`src/design/ssf_map.svh`:
```
// Offsets, field positions, reset values and timing of the status block.
`ifndef SSF_MAP_SVH
`define SSF_MAP_SVH

`define SSF_ADDR_W           8
`define SSF_CTRL_OFFSET      8'h00
`define SSF_STATUS_OFFSET    8'h04
`define SSF_LED_OFFSET       8'h08

`define SSF_CTRL_ACK_BIT     0
`define SSF_CTRL_RESTART_BIT 1

`define SSF_STAT_FLAGS_LSB   0
`define SSF_STAT_FLAGS_MSB   7
`define SSF_STAT_STATE_LSB   8
`define SSF_STAT_STATE_MSB   11
`define SSF_STAT_SUB_LSB     12
`define SSF_STAT_SUB_MSB     13

`define SSF_LED_PRIO_LSB     0
`define SSF_LED_PRIO_MSB     2
`define SSF_LED_RED_BIT      4
`define SSF_LED_GREEN_BIT    5

`define SSF_RESP_OKAY        2'h0
`define SSF_RESP_SLVERR      2'h2
`define SSF_FLAGS_RESET      8'h00
`define SSF_ZERO_WORD        32'h0000_0000

`define SSF_PRIO_ERROR       3'h7
`define SSF_PRIO_VIOLATED    3'h6
`define SSF_PRIO_SAFE        3'h5
`define SSF_PRIO_REQUESTED   3'h4
`define SSF_PRIO_DELIVERY    3'h3
`define SSF_PRIO_SERVICE     3'h2
`define SSF_PRIO_READY       3'h1
`define SSF_PRIO_OFF         3'h0

`define SSF_CLK_HZ           50000000
`define SSF_FLASH_HZ         3
`define SSF_FLASH_HALF_CYCLES (`SSF_CLK_HZ / (2 * `SSF_FLASH_HZ))

`endif

```
`src/design/ssf_pkg.sv`:
```
// Types of the safety status state machine.
package ssf_pkg;

  typedef enum logic [3:0] {
    ST_INIT1,
    ST_PARAM_CHECK,
    ST_SERVICE,
    ST_DELIVERY,
    ST_INIT2,
    ST_COMM,
    ST_OPERATION,
    ST_SYS_ERROR
  } top_state_t;

  typedef enum logic [1:0] {
    SUB_READY,
    SUB_REQUESTED,
    SUB_SAFE_REACHED,
    SUB_VIOLATED
  } sub_state_t;

endpackage

```
`src/design/safety_status_fsm_led.sv`:
```
// Top state machine, common status flags and status LED of the safety module.
//
// Behaviour
// - After reset, start in first initialisation running self-tests.
// - Set valid only when all parameters validated and set marked validated.
// - Delivery: all parameters validated, set not validated, delivery id set.
// - Unvalidated parameter, or unvalidated set without delivery id, leads to service and waits.
// - In service, safe outputs, stage enable and brake enable are held off.
// - After parameterisation: second initialisation, then link to basic unit.
// - Operation entered only without start-up errors and with valid set.
// - System error left only on cleared cause plus acknowledge, or restart.
// - In operation: ready without requests, requested once any function asks.
// - Requested advances to safe reached once drive reports safe condition.
// - Violation error in operation gives violated sub-state, left by acknowledge or by leaving operation.
// - Ready flag: no error above warning and no function requested.
// - Service flag: set invalid, session running or no set present.
// - Parameter checksum failure moves the machine to system error.
// - Function-requested flag high while at least one request stands.
// - Safe-reached flag: at least one request, all requested report safe.
// - System-error flag: non-violation error above warning pending, or machine in system error.
// - Violated flag: violation-category error above warning pending.
// - Warning flag: non-violation error configured as warning pending.
// - Power-stage flag follows the safe pulse-block driver supply state.
// - LED shows top priority: 7 red flash, 6 red, 5 yellow, 4 yellow flash.
// - Then 3 red/green, 2 green flash, 1 green, 0 dark; about 3 Hz.
`timescale 1ns/100ps
`include "ssf_map.svh"
module safety_status_fsm_led #(
  parameter int NUM_FUNC    = 8,
  parameter int HALF_CYCLES = `SSF_FLASH_HALF_CYCLES
) (
  input  wire logic                   clk_in,
  input  wire logic                   sys_rst_in,
  input  wire logic                   axi_awvalid_in,
  output logic                        axi_awready_out,
  input  wire logic [`SSF_ADDR_W-1:0] axi_awaddr_in,
  input  wire logic                   axi_wvalid_in,
  output logic                        axi_wready_out,
  input  wire logic [31:0]            axi_wdata_in,
  input  wire logic [3:0]             axi_wstrb_in,
  output logic                        axi_bvalid_out,
  input  wire logic                   axi_bready_in,
  output logic [1:0]                  axi_bresp_out,
  input  wire logic                   axi_arvalid_in,
  output logic                        axi_arready_out,
  input  wire logic [`SSF_ADDR_W-1:0] axi_araddr_in,
  output logic                        axi_rvalid_out,
  input  wire logic                   axi_rready_in,
  output logic [31:0]                 axi_rdata_out,
  output logic [1:0]                  axi_rresp_out,
  input  wire logic                   selftest_done_in,
  input  wire logic                   selftest_fail_in,
  input  wire logic                   param_present_in,
  input  wire logic                   all_params_validated_in,
  input  wire logic                   set_validated_in,
  input  wire logic                   delivery_id_in,
  input  wire logic                   checksum_fail_in,
  input  wire logic                   param_session_in,
  input  wire logic                   init2_done_in,
  input  wire logic                   comm_up_in,
  input  wire logic                   sys_fault_in,
  input  wire logic                   err_above_warn_in,
  input  wire logic                   err_warn_in,
  input  wire logic                   viol_err_above_warn_in,
  input  wire logic [NUM_FUNC-1:0]    func_request_in,
  input  wire logic [NUM_FUNC-1:0]    func_safe_in,
  input  wire logic                   pulse_block_enabled_in,
  output logic                        ready_no_request_flag_out,
  output logic                        service_needed_flag_out,
  output logic                        function_requested_flag_out,
  output logic                        safe_state_reached_flag_out,
  output logic                        system_error_flag_out,
  output logic                        condition_violated_flag_out,
  output logic                        warning_flag_out,
  output logic                        power_stage_enable_flag_out,
  output logic                        safe_outputs_off_out,
  output logic                        stage_enable_permit_out,
  output logic                        brake_enable_permit_out,
  output logic [2:0]                  led_prio_out,
  output logic                        led_red_out,
  output logic                        led_green_out
);

  ssf_pkg::top_state_t state_q;
  ssf_pkg::sub_state_t sub_q;
  logic [7:0]          flags_q;
  logic [2:0]          prio_q;
  logic                red_q;
  logic                green_q;
  logic                session_q;
  logic                ack_q;
  logic                restart_q;
  logic                flash_phase;
  logic                any_req;
  logic                all_safe;
  logic                set_valid;
  logic                delivery_cond;
  logic                fault;
  logic                session_end;

  logic                      aw_held_q;
  logic                      w_held_q;
  logic [`SSF_ADDR_W-1:0]    awaddr_q;
  logic [31:0]               wdata_q;
  logic [3:0]                wstrb_q;
  logic                      bvalid_q;
  logic [1:0]                bresp_q;
  logic                      rvalid_q;
  logic [31:0]               rdata_q;
  logic [1:0]                rresp_q;
  logic                      do_write;

  function automatic logic is_reg(input logic [`SSF_ADDR_W-1:0] a,
                                  input logic [`SSF_ADDR_W-1:0] off);
    is_reg = ({a[`SSF_ADDR_W-1:2], 2'h0} == off);
  endfunction

  function automatic logic [2:0] led_prio(input logic [7:0] f);
    if (f[4])
      led_prio = `SSF_PRIO_ERROR;
    else if (f[5] && f[2])
      led_prio = `SSF_PRIO_VIOLATED;
    else if (f[3] && f[2])
      led_prio = `SSF_PRIO_SAFE;
    else if (f[2])
      led_prio = `SSF_PRIO_REQUESTED;
    else if (f[1] && f[7])
      led_prio = `SSF_PRIO_DELIVERY;
    else if (f[1])
      led_prio = `SSF_PRIO_SERVICE;
    else if (f[0] && f[7])
      led_prio = `SSF_PRIO_READY;
    else
      led_prio = `SSF_PRIO_OFF;
  endfunction

  assign set_valid     = all_params_validated_in && set_validated_in;
  assign delivery_cond = all_params_validated_in && !set_validated_in &&
                         delivery_id_in;
  assign any_req       = |func_request_in;
  assign all_safe      = &(func_safe_in | ~func_request_in);
  assign fault         = sys_fault_in || checksum_fail_in;
  assign session_end   = session_q && !param_session_in;

  always_ff @(posedge clk_in) begin
    if (sys_rst_in)
      session_q <= 1'b0;
    else
      session_q <= param_session_in;
  end

  // The machine moves on start-up, parameter, link and fault inputs and on acknowledge or restart; a fault wins over all but a restart
  // so that no path can slip into operation past a pending system error.
  always_ff @(posedge clk_in) begin
    if (sys_rst_in) begin
      state_q <= ssf_pkg::ST_INIT1;
    end else if (restart_q) begin
      state_q <= ssf_pkg::ST_INIT1;
    end else if (fault && state_q != ssf_pkg::ST_SYS_ERROR) begin
      state_q <= ssf_pkg::ST_SYS_ERROR;
    end else begin
      case (state_q)
        ssf_pkg::ST_INIT1: begin
          if (selftest_fail_in)
            state_q <= ssf_pkg::ST_SYS_ERROR;
          else if (selftest_done_in)
            state_q <= ssf_pkg::ST_PARAM_CHECK;
        end
        ssf_pkg::ST_PARAM_CHECK: begin
          if (param_present_in && set_valid)
            state_q <= ssf_pkg::ST_INIT2;
          else if (param_present_in && delivery_cond)
            state_q <= ssf_pkg::ST_DELIVERY;
          else
            state_q <= ssf_pkg::ST_SERVICE;
        end
        ssf_pkg::ST_SERVICE: begin
          if (session_end)
            state_q <= ssf_pkg::ST_INIT2;
        end
        ssf_pkg::ST_DELIVERY: begin
          if (param_session_in)
            state_q <= ssf_pkg::ST_SERVICE;
        end
        ssf_pkg::ST_INIT2: begin
          if (init2_done_in)
            state_q <= ssf_pkg::ST_COMM;
        end
        ssf_pkg::ST_COMM: begin
          if (comm_up_in && param_present_in && set_valid)
            state_q <= ssf_pkg::ST_OPERATION;
          else if (comm_up_in)
            state_q <= ssf_pkg::ST_SERVICE;
        end
        ssf_pkg::ST_OPERATION: state_q <= ssf_pkg::ST_OPERATION;
        ssf_pkg::ST_SYS_ERROR: begin
          // Leave on cleared cause plus acknowledge.
          if (ack_q && !fault)
            state_q <= ssf_pkg::ST_INIT1;
        end
        default: state_q <= ssf_pkg::ST_INIT1;
      endcase
    end
  end

  always_ff @(posedge clk_in) begin
    if (sys_rst_in || state_q != ssf_pkg::ST_OPERATION) begin
      sub_q <= ssf_pkg::SUB_READY;
    end else begin
      case (sub_q)
        ssf_pkg::SUB_VIOLATED: begin
          if (ack_q)
            sub_q <= ssf_pkg::SUB_READY;
        end
        default: begin
          if (viol_err_above_warn_in)
            sub_q <= ssf_pkg::SUB_VIOLATED;
          else if (!any_req)
            sub_q <= ssf_pkg::SUB_READY;
          else if (all_safe)
            sub_q <= ssf_pkg::SUB_SAFE_REACHED;
          else
            sub_q <= ssf_pkg::SUB_REQUESTED;
        end
      endcase
    end
  end

  always_ff @(posedge clk_in) begin
    if (sys_rst_in) begin
      flags_q <= `SSF_FLAGS_RESET;
    end else begin
      flags_q[0] <= !(err_above_warn_in || viol_err_above_warn_in) &&
                    !any_req;
      flags_q[1] <= !set_valid || param_session_in || !param_present_in;
      flags_q[2] <= any_req;
      flags_q[3] <= any_req && all_safe;
      flags_q[4] <= err_above_warn_in || state_q == ssf_pkg::ST_SYS_ERROR;
      flags_q[5] <= viol_err_above_warn_in;
      flags_q[6] <= err_warn_in;
      flags_q[7] <= pulse_block_enabled_in;
    end
  end

  assign ready_no_request_flag_out   = flags_q[0];
  assign service_needed_flag_out     = flags_q[1];
  assign function_requested_flag_out = flags_q[2];
  assign safe_state_reached_flag_out = flags_q[3];
  assign system_error_flag_out       = flags_q[4];
  assign condition_violated_flag_out = flags_q[5];
  assign warning_flag_out            = flags_q[6];
  assign power_stage_enable_flag_out = flags_q[7];

  assign safe_outputs_off_out    = !(state_q == ssf_pkg::ST_OPERATION ||
                                     state_q == ssf_pkg::ST_DELIVERY);
  assign stage_enable_permit_out = !safe_outputs_off_out;
  assign brake_enable_permit_out = !safe_outputs_off_out;

  led_flasher #(
    .HALF_CYCLES (HALF_CYCLES)
  ) led_flasher_i (
    .clk_in          (clk_in),
    .sys_rst_in      (sys_rst_in),
    .flash_phase_out (flash_phase)
  );

  // The LED is diagnostic only, so colours two cycles behind the flags are fine.
  always_ff @(posedge clk_in) begin
    if (sys_rst_in) begin
      prio_q  <= `SSF_PRIO_OFF;
      red_q   <= 1'b0;
      green_q <= 1'b0;
    end else begin
      prio_q <= led_prio(flags_q);
      case (prio_q)
        `SSF_PRIO_ERROR:     begin red_q <= flash_phase;  green_q <= 1'b0; end
        `SSF_PRIO_VIOLATED:  begin red_q <= 1'b1;         green_q <= 1'b0; end
        `SSF_PRIO_SAFE:      begin red_q <= 1'b1;         green_q <= 1'b1; end
        `SSF_PRIO_REQUESTED: begin
          red_q   <= flash_phase;
          green_q <= flash_phase;
        end
        `SSF_PRIO_DELIVERY:  begin
          red_q   <= flash_phase;
          green_q <= !flash_phase;
        end
        `SSF_PRIO_SERVICE:   begin red_q <= 1'b0; green_q <= flash_phase; end
        `SSF_PRIO_READY:     begin red_q <= 1'b0; green_q <= 1'b1;        end
        default:             begin red_q <= 1'b0; green_q <= 1'b0;        end
      endcase
    end
  end

  assign led_prio_out  = prio_q;
  assign led_red_out   = red_q;
  assign led_green_out = green_q;

  // Register bus: address and data are held separately, so either may come
  // first; nothing new is taken while a response waits.
  assign axi_awready_out = !aw_held_q && !bvalid_q;
  assign axi_wready_out  = !w_held_q && !bvalid_q;
  assign do_write        = aw_held_q && w_held_q && !bvalid_q;

  always_ff @(posedge clk_in) begin
    if (sys_rst_in) begin
      aw_held_q <= 1'b0;
      w_held_q  <= 1'b0;
      awaddr_q  <= '0;
      wdata_q   <= `SSF_ZERO_WORD;
      wstrb_q   <= 4'h0;
    end else begin
      if (axi_awvalid_in && axi_awready_out) begin
        aw_held_q <= 1'b1;
        awaddr_q  <= axi_awaddr_in;
      end else if (do_write) begin
        aw_held_q <= 1'b0;
      end
      if (axi_wvalid_in && axi_wready_out) begin
        w_held_q <= 1'b1;
        wdata_q  <= axi_wdata_in;
        wstrb_q  <= axi_wstrb_in;
      end else if (do_write) begin
        w_held_q <= 1'b0;
      end
    end
  end

  always_ff @(posedge clk_in) begin
    if (sys_rst_in) begin
      bvalid_q  <= 1'b0;
      bresp_q   <= `SSF_RESP_OKAY;
      ack_q     <= 1'b0;
      restart_q <= 1'b0;
    end else begin
      ack_q     <= do_write && is_reg(awaddr_q, `SSF_CTRL_OFFSET) &&
                   wstrb_q[0] && wdata_q[`SSF_CTRL_ACK_BIT];
      restart_q <= do_write && is_reg(awaddr_q, `SSF_CTRL_OFFSET) &&
                   wstrb_q[0] && wdata_q[`SSF_CTRL_RESTART_BIT];
      if (do_write) begin
        bvalid_q <= 1'b1;
        bresp_q  <= is_reg(awaddr_q, `SSF_CTRL_OFFSET) ? `SSF_RESP_OKAY
                                                       : `SSF_RESP_SLVERR;
      end else if (axi_bready_in) begin
        bvalid_q <= 1'b0;
      end
    end
  end

  assign axi_bvalid_out  = bvalid_q;
  assign axi_bresp_out   = bresp_q;
  assign axi_arready_out = !rvalid_q;

  always_ff @(posedge clk_in) begin
    if (sys_rst_in) begin
      rvalid_q <= 1'b0;
      rdata_q  <= `SSF_ZERO_WORD;
      rresp_q  <= `SSF_RESP_OKAY;
    end else if (axi_arvalid_in && axi_arready_out) begin
      rvalid_q <= 1'b1;
      rresp_q  <= `SSF_RESP_OKAY;
      rdata_q  <= `SSF_ZERO_WORD;
      if (is_reg(axi_araddr_in, `SSF_STATUS_OFFSET)) begin
        rdata_q[`SSF_STAT_FLAGS_MSB:`SSF_STAT_FLAGS_LSB] <= flags_q;
        rdata_q[`SSF_STAT_STATE_MSB:`SSF_STAT_STATE_LSB] <= 4'(state_q);
        rdata_q[`SSF_STAT_SUB_MSB:`SSF_STAT_SUB_LSB]     <= 2'(sub_q);
      end else if (is_reg(axi_araddr_in, `SSF_LED_OFFSET)) begin
        rdata_q[`SSF_LED_PRIO_MSB:`SSF_LED_PRIO_LSB] <= prio_q;
        rdata_q[`SSF_LED_RED_BIT]                    <= red_q;
        rdata_q[`SSF_LED_GREEN_BIT]                  <= green_q;
      end else if (!is_reg(axi_araddr_in, `SSF_CTRL_OFFSET)) begin
        rresp_q <= `SSF_RESP_SLVERR;
      end
    end else if (axi_rready_in) begin
      rvalid_q <= 1'b0;
    end
  end

  assign axi_rvalid_out = rvalid_q;
  assign axi_rdata_out  = rdata_q;
  assign axi_rresp_out  = rresp_q;
endmodule

```
`src/design/led_flasher.sv`:
```
// Free-running divider that gives all flashing LED patterns one phase.
`timescale 1ns/100ps
module led_flasher #(
  parameter int HALF_CYCLES = 8333333
) (
  input  wire logic clk_in,
  input  wire logic sys_rst_in,
  output logic      flash_phase_out
);

  localparam int CW = $clog2(HALF_CYCLES + 1);

  logic [CW-1:0] count_q;
  logic          phase_q;

  always_ff @(posedge clk_in) begin
    if (sys_rst_in) begin
      count_q <= '0;
      phase_q <= 1'b0;
    end else if (count_q == CW'(HALF_CYCLES - 1)) begin
      count_q <= '0;
      phase_q <= ~phase_q;
    end else begin
      count_q <= count_q + CW'(1);
    end
  end

  assign flash_phase_out = phase_q;

endmodule

```
`config.mk`:
```
export PLATFORM = sky130hd
export DESIGN_NAME = safety_status_fsm_led
export DESIGN_NICKNAME = d
export VERILOG_FILES = /design/src/design/ssf_pkg.sv /design/src/design/safety_status_fsm_led.sv /design/src/design/led_flasher.sv
export VERILOG_INCLUDE_DIRS = /design/src /design/src/design
export SDC_FILE = /design/constraint.sdc
export NUM_CORES = 1
export LEC_CHECK = 0
export BUFFER_PORTS_ARGS = -buffer_cell sky130_fd_sc_hd__buf_2
export CAP_MARGIN = 10
export CORE_ASPECT_RATIO = 2
export CORE_MARGIN = 3
export CORE_UTILIZATION = 51
export CTS_CLUSTER_DIAMETER = 120
export DETAILED_ROUTE_END_ITERATION = 8
export GPL_ROUTABILITY_DRIVEN = 0
export PLACE_DENSITY = 0.85
export SYNTH_ARGS = -nofsm -noshare
export SYNTH_HDL_FRONTEND = slang
export SYNTH_SLANG_ARGS = --single-unit
```
`constraint.sdc`:
```
create_clock -name clk_in -period 3 [get_ports clk_in]
set_input_delay 0.3 -clock clk_in [delete_from_list [all_inputs] [get_ports clk_in]]
set_output_delay 0.3 -clock clk_in [all_outputs]
set_load 0.005 [all_outputs]
```
Yosys cells after proc, flatten, opt, wreduce, memory -nomap -nowiden
Index checks and enable logic that the tools add are counted.
{"block": "op_classes", "addsub": 1, "multipliers": 0, "n_div": 0, "order_cmp": 0, "n_eq_ne": 33, "shifts": 0, "mux": 43, "n_bitwise": 3, "reduce_logical": 65}
{"cell": "$mux 4", "n": 8}
{"cell": "$pmux 4 s8", "n": 1}
{"cell": "$logic_and 1x1->1", "n": 27}
{"cell": "$mux 2", "n": 13}
{"cell": "$mux 3", "n": 8}
{"cell": "$add 23x1->23 const B", "n": 1}
{"cell": "$eq 23x23->1 const B", "n": 1}
{"cell": "$ne 3x3->1 const B", "n": 6}
{"cell": "$eq 4x3->1 const B", "n": 4}
{"cell": "$logic_not 1->1", "n": 13}
{"cell": "$eq 3x3->1 const B", "n": 4}
{"cell": "$logic_not 6->1", "n": 2}
{"cell": "$reduce_and 6->1", "n": 2}
{"cell": "$mux 1", "n": 10}
{"cell": "$ne 2x2->1 const B", "n": 5}
{"cell": "$reduce_or 2->1", "n": 5}
{"cell": "$eq 4x2->1 const B", "n": 2}
{"cell": "$mux 8", "n": 1}
{"cell": "$ne 4x3->1 const B", "n": 2}
{"cell": "$ne 4x4->1 const B", "n": 2}
{"cell": "$not 8->8", "n": 1}
{"cell": "$or 8x8->8", "n": 1}
{"cell": "$reduce_and 8->1", "n": 1}
{"cell": "$reduce_bool 2->1", "n": 4}
{"cell": "13 further kinds", "n": 21}
{"block": "word_totals", "reg_bits": 79, "latchBits": 0, "ramBits": 0, "romBits": 0, "input_bits": 90, "word_cells": 167, "memories": 0}

Logic depth before layout (Yosys ltp)
Gate-level depths: netlist of the first run.
{"block": "logic_depth", "depth_word": 8, "ltp_mapped": 7, "depth_no_buf": 6}

Hierarchy
A second synthesis of the first run with hierarchy kept.
{"block": "hier_totals", "hier_cells": 399, "hier_area_um2": 3433.3}
{"module": "safety_status_fsm_led", "n_inst": 1, "cells_per_inst": 266, "area_each_um2": 2274.7}
{"module": "led_flasher", "n_inst": 1, "cells_per_inst": 133, "area_each_um2": 1158.6}

Worst setup path after synthesis of the first run
OpenSTA, ideal clock, no wires.
{"block": "synth_timing", "path_kind": "flip-flop to flip-flop", "from": "reg led_flasher_i.count_q[6]", "to": "reg led_flasher_i.count_q[19]", "setup_time_ns": 0.125, "t_arrival_ns": 1.702, "path_slack_ns": 1.172, "path_stages_with_launch": 6, "path_buffers": 1, "synth_period_minus_slack_ns": 1.828, "cell_sequence": "dfxtp_1 > or4_1 > or4_4 > o21bai_2 > buf_4 > a21oi_1"}
{"block": "synth_between", "elab_chain_cells": 2, "elab_cells_between_ends": 3, "cone_classes": "1 x add/sub; 1 x eq/ne; 1 x reduce/logical"}
{"item": "start, declared", "line_no": "led_flasher.sv:13", "source": "logic [CW-1:0] count_q;"}
{"item": "start signal, assigned", "line_no": "led_flasher.sv:24", "source": "count_q <= count_q + CW'(1);"}
{"item": "branches (longest 2 deep; another with $add 23x1->23)"}
Parallel ways; which one is timed is not known.
A chain may end at the register's enable or synchronous reset.

Final worst setup path of the first run
{"block": "layout_timing", "from": "reg led_flasher_i.count_q[7]", "to": "reg led_flasher_i.count_q[19]"}
Same word-level chain as after synthesis.

==> impl_metrics.toml, run 1 <==
[setup_path]
r2r_start = "led_flasher_i.count_q[7]"
reg2reg_slack_ps = 1020
r2r_cells = 4
startpoint_type = "flip-flop"
crit_arrival_ps = 2240
endpoint_kind = "flip-flop"
cp.required_ps = 3250
timing.rr.end = "led_flasher_i.count_q[19]"
crit_fanout = 10
crit_type = "flip-flop to flip-flop"

[grt]
grt_usage_pct = 21.0
first_global_vias = 2885
grt_pass1_wl_mm = 12.8
antenna_found_initial = 0
grt_max_degree = 28
gr-total-overflow = 0

[finish]
fin_cells = 564
syn_to_final_growth_pct = 20.8
n_antenna_cell = 0
nNetsFinal = 565
fillers = 552
drive_gt1_share_pct = 23.2

[detailed_routing]
drc_errors = 0
wire_per_inst_um = 13.9
ant_nets = 0
dr.pass1.iters = 5
num_vias = 3040
drt_iter0_drc = 273
wl_mm = 7.82
viasPerCell = 5.39

[power]
p_seq_share_pct = 45.3
p_int_w = 0.00177
switching_share_pct = 24.4
p_sw_w = 0.000572
p_leak_nw = 1.73
p_total_w = 0.00234
pwr-share-clk_pct = 44.6
ir_drop_mv = 0.301
combPwrFrac_pct = 10.0
p_per_area_nw_per_um2 = 580

[synthesis]
yosys-top-cells-area = "dfxtp_1 44%, buf_4 5.4%, nor2_1 5.4%"
yosys-top-cells-count = "73 x dfxtp_1, 48 x nor2_1, 33 x a21oi_1"
syn-cell-area_um2 = 3340
synth.largest_area_cell = "dfxtp_1"
avgSynthCellArea_um2 = 8.51
synth_top_cell_area_share_pct = 43.8
synthFlopType = "dfxtp_1"
synth_most_common_cell = "dfxtp_1"
yosysSeqAreaShare_pct = 43.8
synth_edf_count = 0
async_reset_ff_share_pct = 0
netlist_instances = 392
yosysWarningCount = 0
ys_types = 49
synth_seq_cells = 73

[floorplanning]
initial_core_util_pct = 52.9
die_h_um = 120
die_x_um = 63.2
core-area_um2 = 6310
ios = 147
dieArea_um2 = 7610
num_rows = 41

[flow_run]
drv_cap = 0

[run_status]
outcome = "finished, final reports clean"

[cts]
cts_resized = 0
htreeDepth = 3
clock_sinks = 73
cts.reportedPaths.clkPinSlew_ps = 60
numCtsBuffers = 9
clockBufferDepth = 2
worst_skew_pair.late_latency_ps = 330
cts_tree = "done"
cts_root_buffer = "clkbuf_16"
hold_buffers = 0
postCtsSetupBuffers = 0

[placed_design]
dpl.hpwl_mm = 5.87
dp_cells = 548
portBuffers = 88

[sta]
fin_crit_ps = 1980
fmax_ghz = 0.504
hold_violations = 0
rsz0062_at_grt = "no"
tightest_slew_ps = 1040
setup_violations = 0
finalCritPeriodShare_pct = 66.1
max_slew_margin_pct = 30.8
fin_setup_tns_ps = 0
finalClockSkew_ps = 6.83
drv_slew = 0

[min_path]
whs_endpoint = "axi_rvalid_out"
min_path_cells = 2
min-delay-start = "axi_rready_in"
hold_path_class = "primary input to flip-flop"
## sequential cells by signal, summed over array words and instances, names as in the netlist, 2 cells and up
signal,cells
awaddr_q,6
flags_q,8
axi_rdata_out,13
led_prio_out,3
state_q,3
wdata_q,2
led_flasher_i.count_q,23
sub_q,2
## layout make-up
cell class | count | area, um2 | share of cell area, %
Multi-Input combinational cell | 283 | 1650 | 40.8
Sequential cell | 73 | 1460 | 36.3
Timing Repair Buffer | 91 | 463 | 11.5
Clock buffer | 10 | 229 | 5.68
Tap cell | 86 | 108 | 2.67
Clock inverter | 6 | 67.6 | 1.68
Inverter | 15 | 56.3 | 1.40
## per-stage QoR
step / area (um2) / utilization [%] / hold WS (ps) / worst slack [ps]
6_report: 4030 / 63.9 / 156 / 1020
5_1_grt: 4030 / 63.9 / 168 / 841
4_1_cts: 4030 / 63.9 / 146 / 1020
3_5_place_dp: 3730 / 59.2 / 439 / 1040
3_3_place_gp: 3730 / 59.2 / 436 / 1070
2_1_floorplan: 3410 / - / 376 / 1170
## layout by cell type, fill, tap and decap left out, types with 2 or more instances in the layout
| cell type | count |
|---|---|
| mux2i_1 | 11 |
| or4_1 | 7 |
| ha_1 | 2 |
| and3_1 | 4 |
| buf_4 | 3 |
| buf_2 | 88 |
| a211oi_1 | 4 |
| and2_1 | 8 |
| o21ai_0 | 8 |
| xor2_1 | 13 |
| nand4b_1 | 3 |
| o31ai_1 | 6 |
| nor3b_1 | 2 |
| nand4_1 | 6 |
| clkinvlp_4 | 2 |
| o22ai_1 | 3 |
| o32ai_1 | 2 |
| a221oi_1 | 6 |
| nand2_1 | 23 |
| clkbuf_16 | 9 |
| nand2b_1 | 6 |
| nand3_1 | 20 |
| and4_1 | 2 |
| nor2_1 | 48 |
| nor3_1 | 10 |
| inv_1 | 15 |
| dfxtp_1 | 73 |
| xnor2_1 | 2 |
| nor4_1 | 5 |
| a21oi_1 | 33 |
| nor2b_1 | 8 |
| or3_1 | 4 |
| conb_1 | 21 |
## how the worst max path moves through the flow
stage	from	endpoint	cells after the start
after floorplan	led_flasher_i.count_q[6]	led_flasher_i.count_q[19]	5
final	led_flasher_i.count_q[7]	led_flasher_i.count_q[19]	4
after CTS	led_flasher_i.count_q[0]	led_flasher_i.count_q[19]	7
after detailed placement	led_flasher_i.count_q[0]	led_flasher_i.count_q[4]	7
after global routing	led_flasher_i.count_q[7]	led_flasher_i.count_q[19]	4
after global placement	led_flasher_i.count_q[0]	led_flasher_i.count_q[9]	7
## metal layers
layer | up-vias | share of wire, % | track usage, %
met1 | 1416 | 38 | 21.2
met4 | 0 | 2.3 | 10.0
li1 | 1494 | - | -
met3 | 20 | 6.6 | 4.37
met5 | - | 0 | 0
met2 | 110 | 53 | 39.8
## cell families (layout without fill, tap and decap cells)
| kind of cell | Yosys count | after routing | synth area share [%] |
|---|---|---|---|
| muxes | 11 | 11 | 3.30 |
| AOI/OAI and AO/OA | 68 | 68 | 12.7 |
| and+or+nand+nor | 166 | 166 | 26.3 |
| buffers and inverters | 56 | 122 | 9.11 |
| other | 1 | 21 | 0.112 |
| xor gates and xnor gates | 15 | 15 | 3.94 |
| adders and majority gates | 2 | 2 | 0.750 |
| DFF | 73 | 73 | 43.8 |
## power groups by stage
stage                     sequential, W  clock (W)  combinational, W
after floorplan                 0.00106          0          0.000179
after global placement          0.00108          0          0.000225
after detailed placement        0.00108          0          0.000233
after CTS                       0.00106    0.00106          0.000236
after global routing            0.00107    0.00111          0.000263
final                           0.00106    0.00104          0.000235
## worst max-delay path, stage by stage, from the launching register on
cell,delay [ps]
dfxtp_1,410
and3_1,350
nand4b_1,390
or4_1,590
a21oi_1,170
Power figures use the tool's default switching activity.
==> run 2, diff against run 1 <==
Settings changed: CORE_UTILIZATION 51 to 47, PLACE_DENSITY 0.85 to 0.8.
Clock period 3 ns to 2 ns, I/O delays scaled along.
==> impl_metrics.toml, run 2 (synthesis gave the netlist of run 1 again) <==
[run_status]
outcome = "finished, final reports clean"

[power]
p_per_area_nw_per_um2 = 897
ir_drop_mv = 0.469
p_leak_nw = 1.78

[finish]
final_common_cell = "buf_2"
n_antenna_cell = 0
drive_gt1_share_pct = 24.2
top_register = "led_flasher_i.count_q"
nNetsFinal = 570
fin_cells = 571
layout_common_cells = "88 x buf_2, 72 x dfxtp_1, 48 x nor2_1"
syn_to_final_growth_pct = 23.3
largest_reg_flops = 23

[grt]
antenna_found_initial = 0
first_global_vias = 2805
gr-total-overflow = 0
grt_usage_pct = 19.5
grt_pass1_wl_mm = 12.6
grt_max_degree = 30

[setup_path]
startpoint_type = "flip-flop"
reg2reg_slack_ps = 70
crit_type = "flip-flop to flip-flop"
endpoint_kind = "flip-flop"
cp.required_ps = 2200
crit_arrival_ps = 2130
crit_fanout = 13

[sta]
drv_slew = 0
finalClockSkew_ps = 5.87
fin_setup_tns_ps = 0
finalCritPeriodShare_pct = 96.7
setup_violations = 0
hold_violations = 0
tightest_slew_ps = 510
fin_crit_ps = 1930
setup_slack_ps = 67.0
fmax_ghz = 0.517
rsz0062_at_grt = "yes"
max_slew_margin_pct = 66.0

[floorplanning]
ios = 147
num_rows = 42
die_h_um = 125
core-area_um2 = 6780
initial_core_util_pct = 49.2
die_x_um = 65.6
dieArea_um2 = 8210

[detailed_routing]
wire_per_inst_um = 13.5
viasPerCell = 5.22
num_vias = 2983
dr.pass1.iters = 4
drt_iter0_drc = 148
drc_errors = 0
ant_nets = 0
wl_mm = 7.74

[cts]
htreeDepth = 3
hold_buffers = 0
cts_tree = "done"
cts_resized = 0
cts_root_buffer = "clkbuf_16"
worst_skew_pair.late_latency_ps = 320
numCtsBuffers = 9
clock_sinks = 73
cts.reportedPaths.clkPinSlew_ps = 60
postCtsSetupBuffers = 0
clockBufferDepth = 2

[placed_design]
portBuffers = 88
dp_cells = 555
dp_slack_ps = 89.8
dpl.hpwl_mm = 5.85

[min_path]
hold_path_class = "primary input to flip-flop"

[flow_run]
drv_cap = 0
[run 2: cell count changes in the layout (fill, tap and decap cells not counted), moves of 2 or more]
cell	before	now
buf_6	0	2
clkinvlp_4	2	0
clkbuf_8	0	2
buf_4	3	6
[run 2: area by class of cell]
cell class / instances / area (um2)
timing repair buffer: 96 / 508
clock inverter: 4 / 73.8
sequential: 73 / 1460
multi-input combinational: 283 / 1650
tap: 88 / 110
clock buffer: 12 / 256
fill: 593 / 2670
inverter: 15 / 56.3
[run 2: worst max-delay path: stages (launching register included)]
cell      delay, ps
dfxtp_1         320
or4_1           550
or4_4           510
o21bai_2        180
buf_6           180
a21oi_1          60
[run 2: where the power goes]
part	internal [W]	switching, W	leakage [nW]
registers	0.00152	0.0000766	0.597
clock network	0.00116	0.000580	0.163
logic	0.000171	0.000183	1.02
[run 2: metrics by stage]
stage	utilization (%)	cell area [um2]	power, W	hold slack, ps
after detailed placement	55.7	3770	0.00198	392
after CTS	60.6	4110	0.00372	50.2
after floorplan	-	3410	0.00186	276
final	60.7	4110	0.00369	60.4
after global routing	60.7	4110	0.00385	61.7
after global placement	55.7	3770	0.00196	385
[run 2: metal layers]
metal | routed length [um] | up-vias | track usage, %
met1 | 2870 | 1374 | 20.9
met5 | 0 | - | 0
met2 | 4250 | 89 | 35.4
met4 | 138 | 0 | 7.82
li1 | - | 1506 | -
met3 | 483 | 14 | 4.67
[run 2: path summary, 6_finish.rpt]
path,startpoint,to,cells past startpoint
setup / recovery,led_flasher_i.count_q[6],led_flasher_i.count_q[17],5
hold / removal,err_above_warn_in,flags_q[0],2
setup reg to reg,led_flasher_i.count_q[6],led_flasher_i.count_q[17],5
hold reg to reg,axi_rdata_out[3],axi_rdata_out[3],2
==> run 3, diff against run 2 <==
Settings changed: ABC_AREA from default to 1, CORE_UTILIZATION 47 to 48, CTS_CLUSTER_SIZE from default to 16.
==> impl_metrics.toml, run 3 <==
[run_status]
outcome = "finished, final reports clean"

[sta]
setup_violations = 0
finalClockSkew_ps = 7.74
max_slew_margin_pct = 63.1
hold_violations = 0
fin_setup_tns_ps = 0
rsz0062_at_grt = "no"
finalCritPeriodShare_pct = 85.1
drv_slew = 0
fin_hold_ws_ps = 78.7
fin_crit_ps = 1700
tightest_slew_ps = 553
fmax_ghz = 0.587

[detailed_routing]
num_vias = 3457
dr.pass1.iters = 4
viasPerCell = 5.05
wire_per_inst_um = 12.7
ant_nets = 0
wl_mm = 8.71
drc_errors = 0
drt_iter0_drc = 178

[finish]
top_register = "led_flasher_i.count_q"
fin_cells = 685
layout_common_cells = "88 x buf_2, 87 x nand2_1, 73 x dfxtp_1"
nNetsFinal = 681
syn_to_final_growth_pct = 18.9
final_common_cell = "buf_2"
n_antenna_cell = 0
drive_gt1_share_pct = 22.4
largest_reg_flops = 23

[synthesis]
async_reset_ff_share_pct = 0
synth_edf_count = 0
netlist_instances = 502
yosys-top-cells-area = "dfxtp_1 41%, nand2_1 9.1%, inv_1 6.8%"
synth_top_cell_area_share_pct = 40.8
synth_seq_cells = 73
yosysSeqAreaShare_pct = 40.8
synth.largest_area_cell = "dfxtp_1"
yosysWarningCount = 0
synthFlopType = "dfxtp_1"
synth_most_common_cell = "nand2_1"
ys_types = 40
avgSynthCellArea_um2 = 7.14
syn-cell-area_um2 = 3590
yosys-top-cells-count = "87 x nand2_1, 73 x dfxtp_1, 65 x inv_1"

[grt]
antenna_found_initial = 0
grt_max_degree = 24
grt_pass1_wl_mm = 14.0
grt_usage_pct = 21.3
first_global_vias = 3268
gr-total-overflow = 0

[cts]
numCtsBuffers = 9
cts_tree = "done"
clock_sinks = 73
cts_resized = 0
postCtsSetupBuffers = 0
htreeDepth = 3
cts.reportedPaths.clkPinSlew_ps = 60
cts_root_buffer = "clkbuf_16"
clockBufferDepth = 2
hold_buffers = 0
worst_skew_pair.late_latency_ps = 330

[power]
ir_drop_mv = 0.553
p_per_area_nw_per_um2 = 791
p_leak_nw = 2.04

[placed_design]
dpl.hpwl_mm = 6.82
dp_cells = 670
portBuffers = 88

[setup_path]
endpoint_kind = "flip-flop"
cp.required_ps = 2200
crit_fanout = 23
startpoint_type = "flip-flop"
crit_type = "flip-flop to flip-flop"
crit_arrival_ps = 1900

[flow_run]
drv_cap = 0

[floorplanning]
die_h_um = 128
num_rows = 44
initial_core_util_pct = 49.3
dieArea_um2 = 8610
ios = 147
die_x_um = 67.1
core-area_um2 = 7270

[min_path]
hold_path_class = "primary input to flip-flop"
[run 3: cell types whose count changed in the layout (fill, tap and decap cells not counted), sizes merged, moves of 6 or more]
cell | previous run | this run
nand2 | 23 | 93
inv | 16 | 69
o21ai | 8 | 35
nor2 | 48 | 67
nand3 | 20 | 36
mux2i | 11 | 0
a21oi | 33 | 42
xor2 | 13 | 4
and2 | 8 | 0
nor2b | 8 | 0
or4 | 8 | 0
a221oi | 6 | 0
nand2b | 6 | 0
o31ai | 6 | 0
[run 3: cell type report]
type | count | area (um2)
Timing Repair Buffer | 91 | 463
Tap cell | 92 | 115
Inverter | 69 | 259
Clock buffer | 10 | 229
Multi-Input combinational cell | 345 | 1700
Sequential cell | 73 | 1460
Clock inverter | 5 | 33.8
Fill cell | 696 | 3000
[run 3: routing by layer]
metal	share of wire (%)	global-route usage, %	vias up
met5	0	0	-
li1	-	-	1749
met3	5.8	5.53	26
met2	55	38.5	115
met1	35	20.5	1567
met4	4.1	12.9	0
[run 3: through the flow]
stage | cell area (um2) | setup slack [ps] | utilization (%) | power [W]
after floorplan | 3660 | 660 | - | 0.00187
after global placement | 4000 | 388 | 55.0 | 0.00198
after detailed placement | 4000 | 321 | 55.0 | 0.00199
after CTS | 4260 | 315 | 58.7 | 0.00340
after global routing | 4260 | 94.4 | 58.7 | 0.00353
final | 4260 | 297 | 58.7 | 0.00337
[run 3: path summary, 6_finish.rpt]
check                             from                         to  slack (ps)  cells after the start
max reg2reg  led_flasher_i.count_q[17]  led_flasher_i.count_q[22]         300                      7
min reg2reg                 wdata_q[0]                      ack_q         450                      2
min                        err_warn_in                 flags_q[6]          80                      3
max          led_flasher_i.count_q[17]  led_flasher_i.count_q[22]         300                      7
[run 3: power by group]
group	switching [W]	internal (W)
combinational	0.000218	0.000155
sequential	0.0000585	0.00153
clock	0.000582	0.000829
total	0.000859	0.00251
[run 3: logic make-up after synthesis]
group	share of synthesized area (%)
other	0.105
adders and majority gates	0.698
xor gates and xnor gates	1.71
AOI/OAI and AO/OA	13.2
and+or+nand+nor	29.7
buffers and inverters	13.9
DFF	40.8
[run 3: worst max-delay path: stages, from the launching register on]
cell and delay, ps:
dfxtp_1 410, nand2_1 140, nor2_2 160, nand4_1 100
nor2_1 160, nand2_1 120, nand2_2 390, nor2_1 100
